[src/logic/tsp_cfg.svh]
// Constants for the touch sense power and calibration block.
// Assumes a 50 MHz clock and a 5-bit register address.
`ifndef TSP_CFG_SVH
`define TSP_CFG_SVH
`define TSP_NCH 6
`define TSP_CLK_KHZ 50000
`define TSP_CAL_MS 200
`define TSP_CYC_MS 35
`define TSP_IDEAL_BASE 16'h0c80
`define TSP_AVG_SHIFT 6
`define TSP_A_CTRL 5'h00
`define TSP_A_ACT_EN 5'h01
`define TSP_A_STB_EN 5'h02
`define TSP_A_ACT_CFG 5'h03
`define TSP_A_STB_CFG 5'h04
`define TSP_A_STB_THR 5'h05
`define TSP_A_CAL 5'h06
`define TSP_A_GSTAT 5'h07
`define TSP_A_TOUCH 5'h08
`define TSP_A_OOL 5'h09
`define TSP_A_RECAL 5'h0a
`define TSP_A_BVALID 5'h0b
`define TSP_A_STATE 5'h0c
`define TSP_A_THR0 5'h10
`define TSP_A_BASE0 5'h18
`define TSP_B_SB 0
`define TSP_B_DS 1
`define TSP_B_KEEP 2
`define TSP_B_ACF 0
`define TSP_B_BCO 1
`define TSP_F_SAMP 1:0
`define TSP_F_CYC 3:2
`define TSP_F_AVG 6:4
`define TSP_F_SENS 10:8
`endif

[src/logic/tsp_pkg.sv]
// Types shared by the touch sense block and its bench.
// Assumes tsp_cfg.svh holds the numeric constants.
package tsp_pkg;
  typedef enum logic [1:0] {TSP_ACTIVE, TSP_STANDBY, TSP_DEEP} tsp_pwr_t;
  typedef enum logic [2:0] {
    TSP_IDLE, TSP_PICK, TSP_ACAL, TSP_AWAIT, TSP_MEAS, TSP_MWAIT, TSP_REST
  } tsp_st_t;
  // Request to the analog front end
  typedef struct packed {
    logic [2:0] ch;
    logic [1:0] samp;
    logic [2:0] avg;
  } tsp_afe_t;
  // Answer of the front end
  typedef struct packed {
    logic [15:0] count;
    logic noise;
    logic rail;
  } tsp_res_t;
endpackage : tsp_pkg

[src/logic/tsp_core.sv]
// Power state, sensing cycle and calibration control of a six input
// touch controller. Assumes a front end that answers each go pulse
// with one done pulse, and a register master on the same clock.
`timescale 1ns/10ps
`include "tsp_cfg.svh"
module tsp_core
  import tsp_pkg::*;
#(
  parameter int CAL_TMO = `TSP_CAL_MS * `TSP_CLK_KHZ,
  parameter int CYC_UNIT = `TSP_CYC_MS * `TSP_CLK_KHZ
)(
  input wire logic clk,
  input wire logic rst_n,
  input wire logic [4:0] addr,
  input wire logic [15:0] wdata,
  input wire logic wr,
  input wire logic rd,
  output logic [15:0] rdata,
  input wire logic bus_active,
  output logic core_awake,
  output logic low_power,
  output tsp_pwr_t pwr_state,
  output logic acal_go,
  output logic meas_go,
  output tsp_afe_t afe_req,
  input wire logic acal_done,
  input wire logic meas_done,
  input wire tsp_res_t afe_res,
  output logic [5:0] touch,
  output logic touch_evt
);
  localparam int N = `TSP_NCH;
  // ****************************************
  // Register storage
  // ****************************************
  logic [2:0] ctrl_reg;
  logic [5:0] act_en_reg, stb_en_reg, cal_reg, cal_next;
  logic [10:0] act_cfg_reg, stb_cfg_reg;
  logic [7:0] stb_thr_reg;
  logic [1:0] gstat_reg, gstat_next;
  logic [5:0] ool_reg, ool_next, touch_reg, bval_reg;
  logic [2:0] recal_reg;
  logic [7:0] thr_reg [N];
  logic [15:0] base_reg [N];
  logic [21:0] acc_reg [N];
  logic [5:0] nacc_reg [N];
  // Bus register index of a per-input window, or N when outside
  function automatic logic [2:0] win_idx(input logic [4:0] a,
                                         input logic [4:0] w);
    logic [4:0] d;
    d = a - w;
    win_idx = (a >= w && d < 5'(N)) ? d[2:0] : 3'(N);
  endfunction : win_idx
  wire logic [2:0] thr_i = win_idx(addr, `TSP_A_THR0);
  wire logic [2:0] base_i = win_idx(addr, `TSP_A_BASE0);
  wire logic wr_ctrl = wr && addr == `TSP_A_CTRL;
  wire logic wr_cal = wr && addr == `TSP_A_CAL;
  wire logic wr_gst = wr && addr == `TSP_A_GSTAT;
  wire logic wr_ool = wr && addr == `TSP_A_OOL;
  // Plain control registers
  always_ff @(posedge clk or negedge rst_n)
    if (!rst_n)
    begin
      ctrl_reg <= 3'h0;
      act_en_reg <= 6'h3f;
      stb_en_reg <= 6'h00;
      act_cfg_reg <= 11'h000;
      stb_cfg_reg <= 11'h000;
      stb_thr_reg <= 8'h40;
      recal_reg <= 3'h0;
    end
    else if (wr)
    begin
      if (wr_ctrl) ctrl_reg <= wdata[2:0];
      if (addr == `TSP_A_ACT_EN) act_en_reg <= wdata[5:0];
      if (addr == `TSP_A_STB_EN) stb_en_reg <= wdata[5:0];
      if (addr == `TSP_A_ACT_CFG) act_cfg_reg <= wdata[10:0];
      if (addr == `TSP_A_STB_CFG) stb_cfg_reg <= wdata[10:0];
      if (addr == `TSP_A_STB_THR) stb_thr_reg <= wdata[7:0];
      if (addr == `TSP_A_RECAL) recal_reg <= wdata[2:0];
    end

  // Per-input thresholds, one flop group each
  genvar g;
  generate
    for (g = 0; g < N; g++)
    begin : g_thr
      always_ff @(posedge clk or negedge rst_n)
        if (!rst_n)
          thr_reg[g] <= 8'h40;
        else if (wr && thr_i == 3'(g))
          thr_reg[g] <= wdata[7:0];
    end
  endgenerate
  // ****************************************
  // Power state
  // ****************************************
  // Bus activity is a pin: three flops, accept when last two agree
  logic s1_reg, s2_reg, s3_reg, act_reg;
  always_ff @(posedge clk or negedge rst_n)
    if (!rst_n)
    begin
      s1_reg <= 1'b0;
      s2_reg <= 1'b0;
      s3_reg <= 1'b0;
      act_reg <= 1'b0;
    end
    else
    begin
      s1_reg <= bus_active;
      s2_reg <= s1_reg;
      s3_reg <= s2_reg;
      if (s2_reg == s3_reg) act_reg <= s3_reg;
    end

  wire logic ds = ctrl_reg[`TSP_B_DS];
  wire logic sb = ctrl_reg[`TSP_B_SB];
  wire tsp_pwr_t pwr = ds ? TSP_DEEP : sb ? TSP_STANDBY : TSP_ACTIVE;
  wire logic is_act = pwr == TSP_ACTIVE;
  // Standby keeps scanning and events; deep scans nothing
  wire logic [5:0] en_cur = is_act ? act_en_reg :
                            pwr == TSP_STANDBY ? stb_en_reg : 6'h00;
  wire logic [10:0] cfg = is_act ? act_cfg_reg : stb_cfg_reg;
  wire logic [1:0] samp = cfg[`TSP_F_SAMP];
  assign core_awake = !ds || act_reg;
  assign pwr_state = pwr;
  // ****************************************
  // Calibration triggers
  // ****************************************
  logic por_reg;
  logic [5:0] en_prev_reg;
  logic [1:0] samp_prev_reg;
  always_ff @(posedge clk or negedge rst_n)
    if (!rst_n)
    begin
      por_reg <= 1'b1;
      en_prev_reg <= 6'h00;
      samp_prev_reg <= 2'h0;
    end
    else
    begin
      por_reg <= 1'b0;
      en_prev_reg <= en_cur;
      samp_prev_reg <= samp;
    end

  wire logic [5:0] newly = en_cur & ~en_prev_reg;
  wire logic [5:0] gone = en_prev_reg & ~en_cur;
  wire logic samp_chg = samp != samp_prev_reg && !por_reg;
  wire logic [5:0] auto_cal = newly |
                              ((por_reg || samp_chg) ? en_cur : 6'h00);
  // Ideal base and its 12.5 percent window
  wire logic [15:0] ideal = `TSP_IDEAL_BASE << samp;
  wire logic [15:0] tol = ideal >> 3;
  function automatic logic out_lim(input logic [15:0] b,
                                   input logic [15:0] id,
                                   input logic [15:0] t);
    out_lim = (b > id + t) || (b < id - t);
  endfunction : out_lim
  // ****************************************
  // Sensing cycle
  // ****************************************
  tsp_st_t st_reg, st_next;
  logic [2:0] ch_reg;
  logic [23:0] tmr_reg;
  logic [23:0] wait_reg;
  logic cal_ph_reg;
  logic [7:0] rc_cnt_reg;
  wire logic [23:0] tmr_load =
    24'(CYC_UNIT * (int'(cfg[`TSP_F_CYC]) + 1));
  wire logic ch_on = ch_reg < 3'(N) && en_cur[ch_reg];
  wire logic tmo = wait_reg >= 24'(CAL_TMO - 1);
  wire logic a_fail = afe_res.noise || afe_res.rail;
  wire logic [15:0] cur_base = base_reg[ch_reg];
  wire logic [16:0] delta = {1'b0, afe_res.count} - {1'b0, cur_base};
  wire logic [23:0] dscl = 24'(delta[15:0]) << cfg[`TSP_F_SENS];
  wire logic [7:0] thr = is_act ? thr_reg[ch_reg] : stb_thr_reg;
  wire logic hit = !delta[16] && dscl > 24'(thr);
  wire logic [7:0] rc_mask = 8'((9'h1 << recal_reg) - 9'h1);
  wire logic rc_slot = (rc_cnt_reg & rc_mask) == 8'h00;
  wire logic [21:0] acc_sum = acc_reg[ch_reg] + 22'(afe_res.count);
  wire logic [15:0] avg_base = 16'(acc_sum >> `TSP_AVG_SHIFT);
  wire logic m_ok = st_reg == TSP_MWAIT && meas_done;
  wire logic cal_end = m_ok && cal_ph_reg;
  wire logic cal_oob = out_lim(afe_res.count, ideal, tol);
  wire logic keep = ctrl_reg[`TSP_B_KEEP];
  wire logic rc_do = m_ok && !cal_ph_reg && !afe_res.noise && !hit
                     && rc_slot;
  wire logic rc_fin = rc_do && nacc_reg[ch_reg] == 6'h3f;
  wire logic rc_oob = rc_fin && out_lim(avg_base, ideal, tol);
  wire logic a_bad = st_reg == TSP_AWAIT &&
                     ((acal_done && a_fail) || tmo);
  // Next state of the scan machine
  always_comb
  begin
    st_next = st_reg;
    unique case (st_reg)
      TSP_IDLE: if (!ds) st_next = TSP_PICK;
      TSP_PICK:
        if (ch_reg >= 3'(N))
          st_next = tmr_reg != 24'h0 ? TSP_REST : TSP_IDLE;
        else if (ch_on)
          st_next = cal_reg[ch_reg] ? TSP_ACAL : TSP_MEAS;
      TSP_ACAL: st_next = TSP_AWAIT;
      TSP_AWAIT:
        if (a_bad) st_next = TSP_PICK;
        else if (acal_done) st_next = TSP_MEAS;
      TSP_MEAS: st_next = TSP_MWAIT;
      TSP_MWAIT: if (meas_done) st_next = TSP_PICK;
      TSP_REST: if (tmr_reg == 24'h0) st_next = TSP_IDLE;
    endcase
    if (ds) st_next = TSP_IDLE;
  end
  // Scan position, cycle timer and calibration timeout
  always_ff @(posedge clk or negedge rst_n)
    if (!rst_n)
    begin
      st_reg <= TSP_IDLE;
      ch_reg <= 3'h0;
      tmr_reg <= 24'h0;
      wait_reg <= 24'h0;
      cal_ph_reg <= 1'b0;
      rc_cnt_reg <= 8'h00;
    end
    else
    begin
      st_reg <= st_next;
      if (st_reg == TSP_IDLE)
      begin
        ch_reg <= 3'h0;
        tmr_reg <= tmr_load;
        rc_cnt_reg <= rc_cnt_reg + 8'h01;
      end
      else
      begin
        if (tmr_reg != 24'h0) tmr_reg <= tmr_reg - 24'h1;
        if ((st_reg == TSP_PICK && ch_reg < 3'(N) && !ch_on) ||
            a_bad || (st_reg == TSP_MWAIT && meas_done))
          ch_reg <= ch_reg + 3'h1;
      end
      wait_reg <= st_reg == TSP_AWAIT ? wait_reg + 24'h1 : 24'h0;
      if (st_reg == TSP_ACAL) cal_ph_reg <= 1'b1;
      else if (st_reg == TSP_PICK) cal_ph_reg <= 1'b0;
    end

  assign low_power = st_reg == TSP_REST;
  assign acal_go = st_reg == TSP_ACAL;
  assign meas_go = st_reg == TSP_MEAS;
  // Front end request held in flops
  always_ff @(posedge clk or negedge rst_n)
    if (!rst_n)
      afe_req <= '0;
    else
      afe_req <= '{ch: ch_reg, samp: samp, avg: cfg[`TSP_F_AVG]};
  // ****************************************
  // Calibration and status flags
  // ****************************************
  // Setting always wins over a clear in the same cycle
  always_comb
  begin
    cal_next = cal_reg;
    gstat_next = gstat_reg;
    ool_next = ool_reg;
    if (wr_gst) gstat_next = gstat_reg & ~wdata[1:0];
    if (wr_ool) ool_next = ool_reg & ~wdata[5:0];
    if (cal_end && !(cal_oob && !keep))
      cal_next[ch_reg] = 1'b0;
    if (cal_end && cal_oob)
    begin
      ool_next[ch_reg] = 1'b1;
      gstat_next[`TSP_B_BCO] = 1'b1;
    end
    if (a_bad) gstat_next[`TSP_B_ACF] = 1'b1;
    if (rc_oob) cal_next[ch_reg] = 1'b1;
    cal_next = cal_next | auto_cal | (wr_cal ? wdata[5:0] : 6'h00);
  end

  always_ff @(posedge clk or negedge rst_n)
    if (!rst_n)
    begin
      cal_reg <= 6'h00;
      gstat_reg <= 2'h0;
      ool_reg <= 6'h00;
    end
    else
    begin
      cal_reg <= cal_next;
      gstat_reg <= gstat_next;
      ool_reg <= ool_next;
    end

  // ****************************************
  // Base counts, averaging and touch status
  // ****************************************
  always_ff @(posedge clk or negedge rst_n)
    if (!rst_n)
    begin
      for (int i = 0; i < N; i++)
      begin
        base_reg[i] <= 16'h0000;
        acc_reg[i] <= 22'h0;
        nacc_reg[i] <= 6'h00;
      end
      bval_reg <= 6'h00;
    end
    else if (cal_end)
    begin
      base_reg[ch_reg] <= afe_res.count;
      bval_reg[ch_reg] <= 1'b1;
      acc_reg[ch_reg] <= 22'h0;
      nacc_reg[ch_reg] <= 6'h00;
    end
    else if (st_reg == TSP_ACAL)
      bval_reg[ch_reg] <= 1'b0;
    else if (rc_do)
    begin
      // Running 64 sample sum, then the base jumps to the mean
      acc_reg[ch_reg] <= rc_fin ? 22'h0 : acc_sum;
      nacc_reg[ch_reg] <= nacc_reg[ch_reg] + 6'h01;
      if (rc_fin) base_reg[ch_reg] <= avg_base;
    end
  // Touches of inputs being switched off are dropped; others hold
  always_ff @(posedge clk or negedge rst_n)
    if (!rst_n)
    begin
      touch_reg <= 6'h00;
      touch_evt <= 1'b0;
    end
    else
    begin
      touch_evt <= m_ok && !cal_ph_reg && !afe_res.noise && hit &&
                   !touch_reg[ch_reg];
      if (gone != 6'h00)
        touch_reg <= touch_reg & ~gone;
      else if (m_ok && !cal_ph_reg && !afe_res.noise)
        touch_reg[ch_reg] <= hit;
    end

  assign touch = touch_reg;
  // ****************************************
  // Read port, data one cycle after the strobe
  // ****************************************
  logic [15:0] rd_mux;
  always_comb
  begin
    rd_mux = 16'h0000;
    if (thr_i < 3'(N)) rd_mux = {8'h00, thr_reg[thr_i]};
    else if (base_i < 3'(N)) rd_mux = base_reg[base_i];
    else
      unique case (addr)
        `TSP_A_CTRL: rd_mux = {13'h0, ctrl_reg};
        `TSP_A_ACT_EN: rd_mux = {10'h0, act_en_reg};
        `TSP_A_STB_EN: rd_mux = {10'h0, stb_en_reg};
        `TSP_A_ACT_CFG: rd_mux = {5'h0, act_cfg_reg};
        `TSP_A_STB_CFG: rd_mux = {5'h0, stb_cfg_reg};
        `TSP_A_STB_THR: rd_mux = {8'h00, stb_thr_reg};
        `TSP_A_CAL: rd_mux = {10'h0, cal_reg};
        `TSP_A_GSTAT: rd_mux = {14'h0, gstat_reg};
        `TSP_A_TOUCH: rd_mux = {10'h0, touch_reg};
        `TSP_A_OOL: rd_mux = {10'h0, ool_reg};
        `TSP_A_RECAL: rd_mux = {13'h0, recal_reg};
        `TSP_A_BVALID: rd_mux = {10'h0, bval_reg};
        `TSP_A_STATE:
          rd_mux = {11'h0, low_power, core_awake, st_reg == TSP_IDLE, pwr};
        default: rd_mux = 16'h0000;
      endcase
  end
  // Zero outside the answer cycle, so stale data never looks fresh
  always_ff @(posedge clk or negedge rst_n)
    if (!rst_n)
      rdata <= 16'h0000;
    else
      rdata <= rd ? rd_mux : 16'h0000;
endmodule : tsp_core

[config.mk]
export PLATFORM = sky130hd
export DESIGN_NAME = tsp_core
export DESIGN_NICKNAME = d
export VERILOG_FILES = /design/src/logic/tsp_pkg.sv /design/src/logic/tsp_core.sv
export VERILOG_INCLUDE_DIRS = /design/src /design/src/logic
export SDC_FILE = /design/constraint.sdc
export NUM_CORES = 1
export LEC_CHECK = 0
export ABC_AREA = 1
export BUFFER_PORTS_ARGS = -buffer_cell sky130_fd_sc_hd__buf_2
export CORE_MARGIN = 2
export CORE_UTILIZATION = 25
export CTS_CLUSTER_DIAMETER = 150
export DETAILED_ROUTE_END_ITERATION = 8
export GPL_ROUTABILITY_DRIVEN = 0
export GPL_TIMING_DRIVEN = 0
export PLACE_DENSITY = 0.46
export SETUP_SLACK_MARGIN = 0.2
export SYNTH_ARGS = -nofsm -noshare
export SYNTH_HDL_FRONTEND = slang
export SYNTH_SLANG_ARGS = --single-unit
[constraint.sdc]
create_clock -name clk -period 16.1 [get_ports clk]
set_clock_uncertainty 0.2 [all_clocks]
set_input_delay 3.22 -clock clk [delete_from_list [all_inputs] [get_ports clk]]
set_output_delay 3.22 -clock clk [all_outputs]
set_load 0.1 [all_outputs]
# ---- Word level (Yosys, flattened, before mapping)
# Index checks and enable logic that the tools add are counted.
dict set report word_totals {
  latch_bits 0
  reg_bits 485
  memories 0
  mem_bits_rw 0
  inputBits 46
  rom_bits 0
}
dict set report classes {
  mux 90
  multipliers 1
  div_mod_pow 0
  reduce_logical 79
  bitwise 27
  n_addsub 13
  shifts 3
  eq_ne 32
  magnitude_cmp 20
}
# operator count
set op_table {}
lappend op_table {{$mux W132} 3}
lappend op_table {{$mux W96} 4}
lappend op_table {{$bwmux W96} 2}
lappend op_table {{$pmux W11 S13} 1}
lappend op_table {{$and A132 B132 Y132} 1}
lappend op_table {{$bwmux W132} 1}
lappend op_table {{$not A132 Y132} 1}
lappend op_table {{$mux W16} 8}
lappend op_table {{$mux W36} 3}
lappend op_table {{$bmux W16 S3} 2}
lappend op_table {{$mux W6} 15}
lappend op_table {{$mux W22} 4}
lappend op_table {{$mux W24} 3}
lappend op_table {{$bmux W22 S3} 1}
lappend op_table {{$demux W22 S3} 1}
lappend op_table {{$bmux W8 S3} 2}
lappend op_table {{$demux W16 S3} 1}
lappend op_table {{$mux W8} 5}
lappend op_table {{$mux W3} 13}
lappend op_table {{$and A36 B36 Y36} 1}
lappend op_table {{$and A6 B6 Y6} 6}
lappend op_table {{$bwmux W36} 1}
lappend op_table {{$not A36 Y36} 1}
lappend op_table {{$or A6 B6 Y6} 6}
lappend op_table {{other kinds (71)} 179}

# ---- Depth between registers and ports, before layout
dict set report depth {
  ltp_word 17
  ltp_mapped 41
}

# ---- Worst setup path before layout
# OpenSTA, ideal clock, no wires.
dict set report synth_timing {
  path_kind {input to register}
  start {input afe_res[2] (netlist name)}
  end {register nacc_reg[3] (netlist name)}
  path_buffers 2
  cell_stages 28
  path_slack_ps 9344
  arrival_time_ps 6418
  setup_ps 138
  path_cell_list {inv_1 > ha_1 > inv_1 > fa_1 > xor2_1 > or2_1 > nand2_1 > nand2_1 > o21ai_0 > o21ai_0 > ha_1 > a21oi_1 > o21a_1 > nand2_1 > nand2_1 > nand2_1 > nor2_1 > nand4_1 > nor2_1 > nand2_1 > nand2_2 > buf_4 > nand2_1 > nand2_1 > nand2_2 > buf_2 > nand2_1 > o21ai_1}
}
dict set report synth_via {
  elab_chain_len 9
}
# item line_no
set synth_rtl {}
lappend synth_rtl {{start: declaration} tsp_core.sv:28} ;# input wire tsp_res_t afe_res,
lappend synth_rtl {{$sub A16 B16 Y17 (*)} tsp_core.sv:175} ;# wire logic [16:0] delta = {1'b0, afe_res.count} - {1'b0, cur_base};
lappend synth_rtl {{$shl A16 B3 Y24} tsp_core.sv:176} ;# wire logic [23:0] dscl = 24'(delta[15:0]) << cfg[`TSP_F_SENS];
lappend synth_rtl {{$gt A24 B8 Y1} tsp_core.sv:178} ;# wire logic hit = !delta[16] && dscl > 24'(thr);
lappend synth_rtl {{$logic_and A1 B1 Y1 (*)} tsp_core.sv:178}
lappend synth_rtl {{$logic_not A1 Y1 (*)} tsp_core.sv:187} ;# wire logic rc_do = m_ok && !cal_ph_reg && !afe_res.noise && !hit
lappend synth_rtl {{$logic_and A1 B1 Y1 (*)} tsp_core.sv:187}
lappend synth_rtl {{$logic_and A1 B1 Y1 (*)} tsp_core.sv:188} ;# && rc_slot;
lappend synth_rtl {{$reduce_bool A2 Y1 (no source line) (*)} --}
lappend synth_rtl {{$reduce_and A2 Y1 (no source line) (*)} --}
lappend synth_rtl {{end signal: indexed assignment} tsp_core.sv:319} ;# nacc_reg[ch_reg] <= nacc_reg[ch_reg] + 6'h01;
lappend synth_rtl {{end: declaration} tsp_core.sv:46} ;# logic [5:0] nacc_reg [N];
# Every way passes the cells marked *; elsewhere a longest branch is shown, timed or not.
# A chain may end at the register's enable or synchronous reset.

# ---- Final worst setup path
dict set report layout_timing {
  start {register ch_reg[1]}
  end {register acc_reg[124] (netlist name)}
}
dict set report layout_via {
  elab_chain_len 17
}
# item line_no
set layout_rtl {}
lappend layout_rtl {{start: declaration} tsp_core.sv:164} ;# logic [2:0] ch_reg;
lappend layout_rtl {{start signal: assignment} tsp_core.sv:239} ;# ch_reg <= ch_reg + 3'h1;
lappend layout_rtl {{$not A3 Y4 (*)} --}
lappend layout_rtl {{$bmux W16 S3} tsp_core.sv:174} ;# wire logic [15:0] cur_base = base_reg[ch_reg];
lappend layout_rtl {{$mux W16 (not written as such) (2 in series)} tsp_core.sv:174}
lappend layout_rtl {{$sub A16 B16 Y17} tsp_core.sv:175}
lappend layout_rtl {{$shl A16 B3 Y24} tsp_core.sv:176}
lappend layout_rtl {{$gt A24 B8 Y1} tsp_core.sv:178}
lappend layout_rtl {{$logic_and A1 B1 Y1} tsp_core.sv:178}
lappend layout_rtl {{$logic_not A1 Y1} tsp_core.sv:187}
lappend layout_rtl {{$logic_and A1 B1 Y1} tsp_core.sv:187}
lappend layout_rtl {{$logic_and A1 B1 Y1} tsp_core.sv:188}
lappend layout_rtl {{$logic_and A1 B1 Y1} tsp_core.sv:189} ;# wire logic rc_fin = rc_do && nacc_reg[ch_reg] == 6'h3f;
lappend layout_rtl {{$mux W22} tsp_core.sv:318} ;# acc_reg[ch_reg] <= rc_fin ? 22'h0 : acc_sum;
lappend layout_rtl {{$bwmux W132} tsp_core.sv:318}
lappend layout_rtl {{$mux W132} tsp_core.sv:315} ;# else if (rc_do)
lappend layout_rtl {{$mux W132} tsp_core.sv:313} ;# else if (st_reg == TSP_ACAL)
lappend layout_rtl {{$mux W132} tsp_core.sv:306} ;# else if (cal_end)
lappend layout_rtl {{end signal: indexed assignment} tsp_core.sv:318}
lappend layout_rtl {{end: declaration} tsp_core.sv:45} ;# logic [21:0] acc_reg [N];
# Every way passes the cells marked *; elsewhere a longest branch is shown, timed or not. The select of a mux whose other input is x is not followed.

==> results_dict.tcl <==
set metrics [dict create \
    outcome "complete, no violations" \
    p_int_mw 3.158 \
    timing.rr.end "acc_reg[124]" \
    syn_area_mm2 0.02770 \
    powerDensity_mw_per_mm2 193.4 \
    grtUsageTotal 0.2061 \
    synth_adder_area_share 0.04743 \
    r2r_setup_slack_ns 7.13 \
    path_clk_slew_ns 0.06 \
    final_nets 3942 \
    yosysUniqueCellTypes 69 \
    regArea_mm2 0.01213 \
    die-height_um 336.9 \
    timing.max_cap.violations 0 \
    drt-pass1-iter-count 5 \
    final.setup.tns_ns 0 \
    max_slew_margin 0.08026 \
    hpwl_mm 87.21 \
    multi_input_area_mm2 0.01333 \
    layout-drive-gt1-share 0.07680 \
    fin_crit_ns 8.970 \
    drt_iter0_markers 2713 \
    yosysWarnings 0 \
    crit_required_ns 16.45 \
    ctsHoldBuffers 0 \
    ant_nets 0 \
    yosysSeqAreaShare 0.4379 \
    synth_mux_area_frac 0.001084 \
    max_freq_mhz 111.5 \
    cts_buffers 57 \
    area_growth_pct 16.40 \
    antenna_found_initial 2 \
    rsz0062_at_grt "false" \
    place_ws_ns 7.315 \
    slowest_stage "clkbuf_1" \
    cp-end-kind "register" \
    crit_fanout 10 \
    fp.dieW_um 336.9 \
    synth_xor_area_frac 0.01265 \
    cp-endpoint "acc_reg[124]" \
    start_util 0.2513 \
    grt.overflow.total 0 \
    dp.cells 5222 \
    cp_common_cell "nand2_1" \
    r2r_cells 38 \
    clockRootBuffer "clkbuf_16" \
    reg2reg_from "ch_reg[1]" \
    clockBufferDepth 3 \
    routedWlPerCell_um 22.19 \
    power_frac_seq 0.265 \
    finalSetupViolCount 0 \
    synth_compound_area_frac 0.1606 \
    clkLatencyLatePin_ns 0.67 \
    ys_ff_latch 484 \
    ys_dominant_reg_cell "dfrtp_1" \
    n_antenna_cell 0 \
    avgSynthCellArea_um2 7.591 \
    crit_path_start_kind "register" \
    synth_top_family_by_area "simple AND/OR/NAND/NOR gates" \
    swShare 0.4934 \
    p_sw_mw 3.076 \
    synth_edf_count 0 \
    cts_tree "built" \
    cts.sinks 484 \
    worst_pin_slew_ns 1.365 \
    coreArea_mm2 0.1102 \
    cp.arrival_ns 9.32 \
    setup_slack_ns 7.130 \
    synthSimpleGateAreaFrac 0.2587 \
    hold_viol 0 \
    p_comb_frac 0.499 \
    synthArstFlopShare 1.000 \
    rows 122 \
    cellLeakagePower_nw 15.39 \
    grt_pass1_vias 25480 \
    ir_drop_mv 0.1132 \
    portBuffers 75 \
    final_max_slew_viol_count 0 \
    cts_max_level 2 \
    via_count 26830 \
    fillCellCount 12090 \
    critPathKind "register to register" \
    cts_resized 0 \
    io-pin-count 83 \
    postCtsSetupBuffers 0 \
    clockPowerShare 0.236 \
    cpPeakStageDelay_ns 0.85 \
    avgViaCountPerCell 5.034 \
    routed_wl_mm 118.3 \
    timing.final.crit_share 0.5571 \
    die-area_mm2 0.1135 \
    grt_pass1_wl_mm 173.8 \
    fin_cells 5329 \
    route.detailed.drc 0 \
    hp-class "register to register" \
    largest_reg_flops 132 \
    netlist_instances 3649 \
    cp-startpoint "ch_reg[1]" \
    grt_max_degree 104 \
]
-- metal layers --
layer  GRT usage  vias to the layer above  share of wire
li1            -                    12460              -
met1      0.2942                    13050           0.46
met2      0.3120                     1107           0.43
met3     0.03531                      212          0.076
met4     0.07171                        0          0.036
met5           0                        -              0
-- how the worst min path moves through the flow --
| stage | cells after the start | to | startpoint | slack [ns] |
|---|---|---|---|---|
| finish | 0 | s2_reg | s1_reg | 0.15 |
| global route | 0 | s2_reg | s1_reg | 0.17 |
| global placement | 0 | s2_reg | s1_reg | 0.14 |
| detailed placement | 0 | s2_reg | s1_reg | 0.15 |
| CTS | 0 | s2_reg | s1_reg | 0.15 |
| floorplan | 0 | s2_reg | s1_reg | 0.13 |
-- placed cells by master (no fill, tap or decap), types with 7 or more instances in the layout --
cell,netlist,routed
nand2_1,1085,1085
dfrtp_1,470,470
inv_1,392,392
o21ai_0,278,277
nand3_1,268,268
nor2_1,216,216
a21oi_1,129,129
buf_2,31,107
clkbuf_1,90,102
ha_1,101,101
o22ai_1,61,61
clkbuf_16,0,57
o21ai_1,48,47
nor3_1,45,45
nand4_1,39,39
a221oi_1,38,38
a22oi_1,36,36
o211ai_1,27,27
o2111ai_1,26,26
xor2_1,22,22
xnor2_1,18,18
a211oi_1,18,18
buf_1,17,17
clkbuf_8,0,15
dfstp_2,14,14
a31oi_1,13,13
nand3b_1,12,12
o221ai_1,12,12
inv_2,11,11
or2_2,10,10
bufinv_16,0,10
buf_4,9,9
buf_6,9,9
nand2_2,7,7
o21a_1,7,7
a32oi_1,7,7
nor2_2,7,7
-- worst max-delay path, delay by kind of cell (launching register included) --
kind	cells	cell delay, ns
AND/OR/NAND/NOR	22	3.52
buffers and inverters	10	3.17
adder cells (fa/ha/maj)	3	0.99
AO/OA/AOI/OAI	3	0.52
flip-flops	1	0.41
-- synth_stat cells (all sizes together), types with 13 or more instances --
cell     instances  area [µm²]
nand2         1093        4128
dfrtp          470       11760
inv            403        1513
o21ai          327        1648
nand3          274        1401
nor2           224       865.8
a21oi          129       645.6
ha             101        1264
clkbuf          90       337.8
buf             66       387.9
o22ai           61       381.6
nor3            49       271.5
nand4           39       244.0
a221oi          38       332.8
a22oi           36       270.3
o211ai          27       202.7
o2111ai         26       227.7
xor2            22       192.7
a211oi          18       135.1
xnor2           18       157.7
dfstp           14       367.9
a31oi           13       81.33
or2             13       81.33
-- power by group through the flow --
stage	clock, mW	combinational, mW	sequential [mW]
final	1.47	3.11	1.65
after global routing	1.55	3.41	1.68
after CTS	1.50	3.08	1.65
after detailed placement	0	3.07	1.66
after global placement	0	3.05	1.66
after floorplan	0	1.83	1.72
-- stage by stage --
stage | power, mW | cell area (µm²) | hold slack, ns | utilization
2_1_floorplan | 3.542 | 27700 | 0.1312 | -
3_5_place_dp | 4.731 | 30130 | 0.1459 | 0.2734
4_1_cts | 6.224 | 32240 | 0.1502 | 0.2926
5_1_grt | 6.640 | 32240 | 0.1664 | 0.2926
6_report | 6.235 | 32240 | 0.1463 | 0.2926
3_3_place_gp | 4.717 | 29940 | 0.1352 | 0.2717
-- layout make-up --
cell class / count / area share
Tap cell: 1488 / 0.05774
Buffer: 156 / 0.02251
Multi-Input combinational cell: 2603 / 0.4135
Clock inverter: 23 / 0.01335
Timing Repair Buffer: 84 / 0.01731
Sequential cell: 484 / 0.3762
Inverter: 407 / 0.04738
Clock buffer: 84 / 0.05204
-- cell families after synthesis --
logic type / count (synthesis)
compound gates: 736
mux: 3
flops: 484
fa+ha+maj: 104
buf+inv: 563
simple gates: 1717
other cells: 2
xor+xnor: 40
Note: power is estimated with default switching activity, not from simulation.
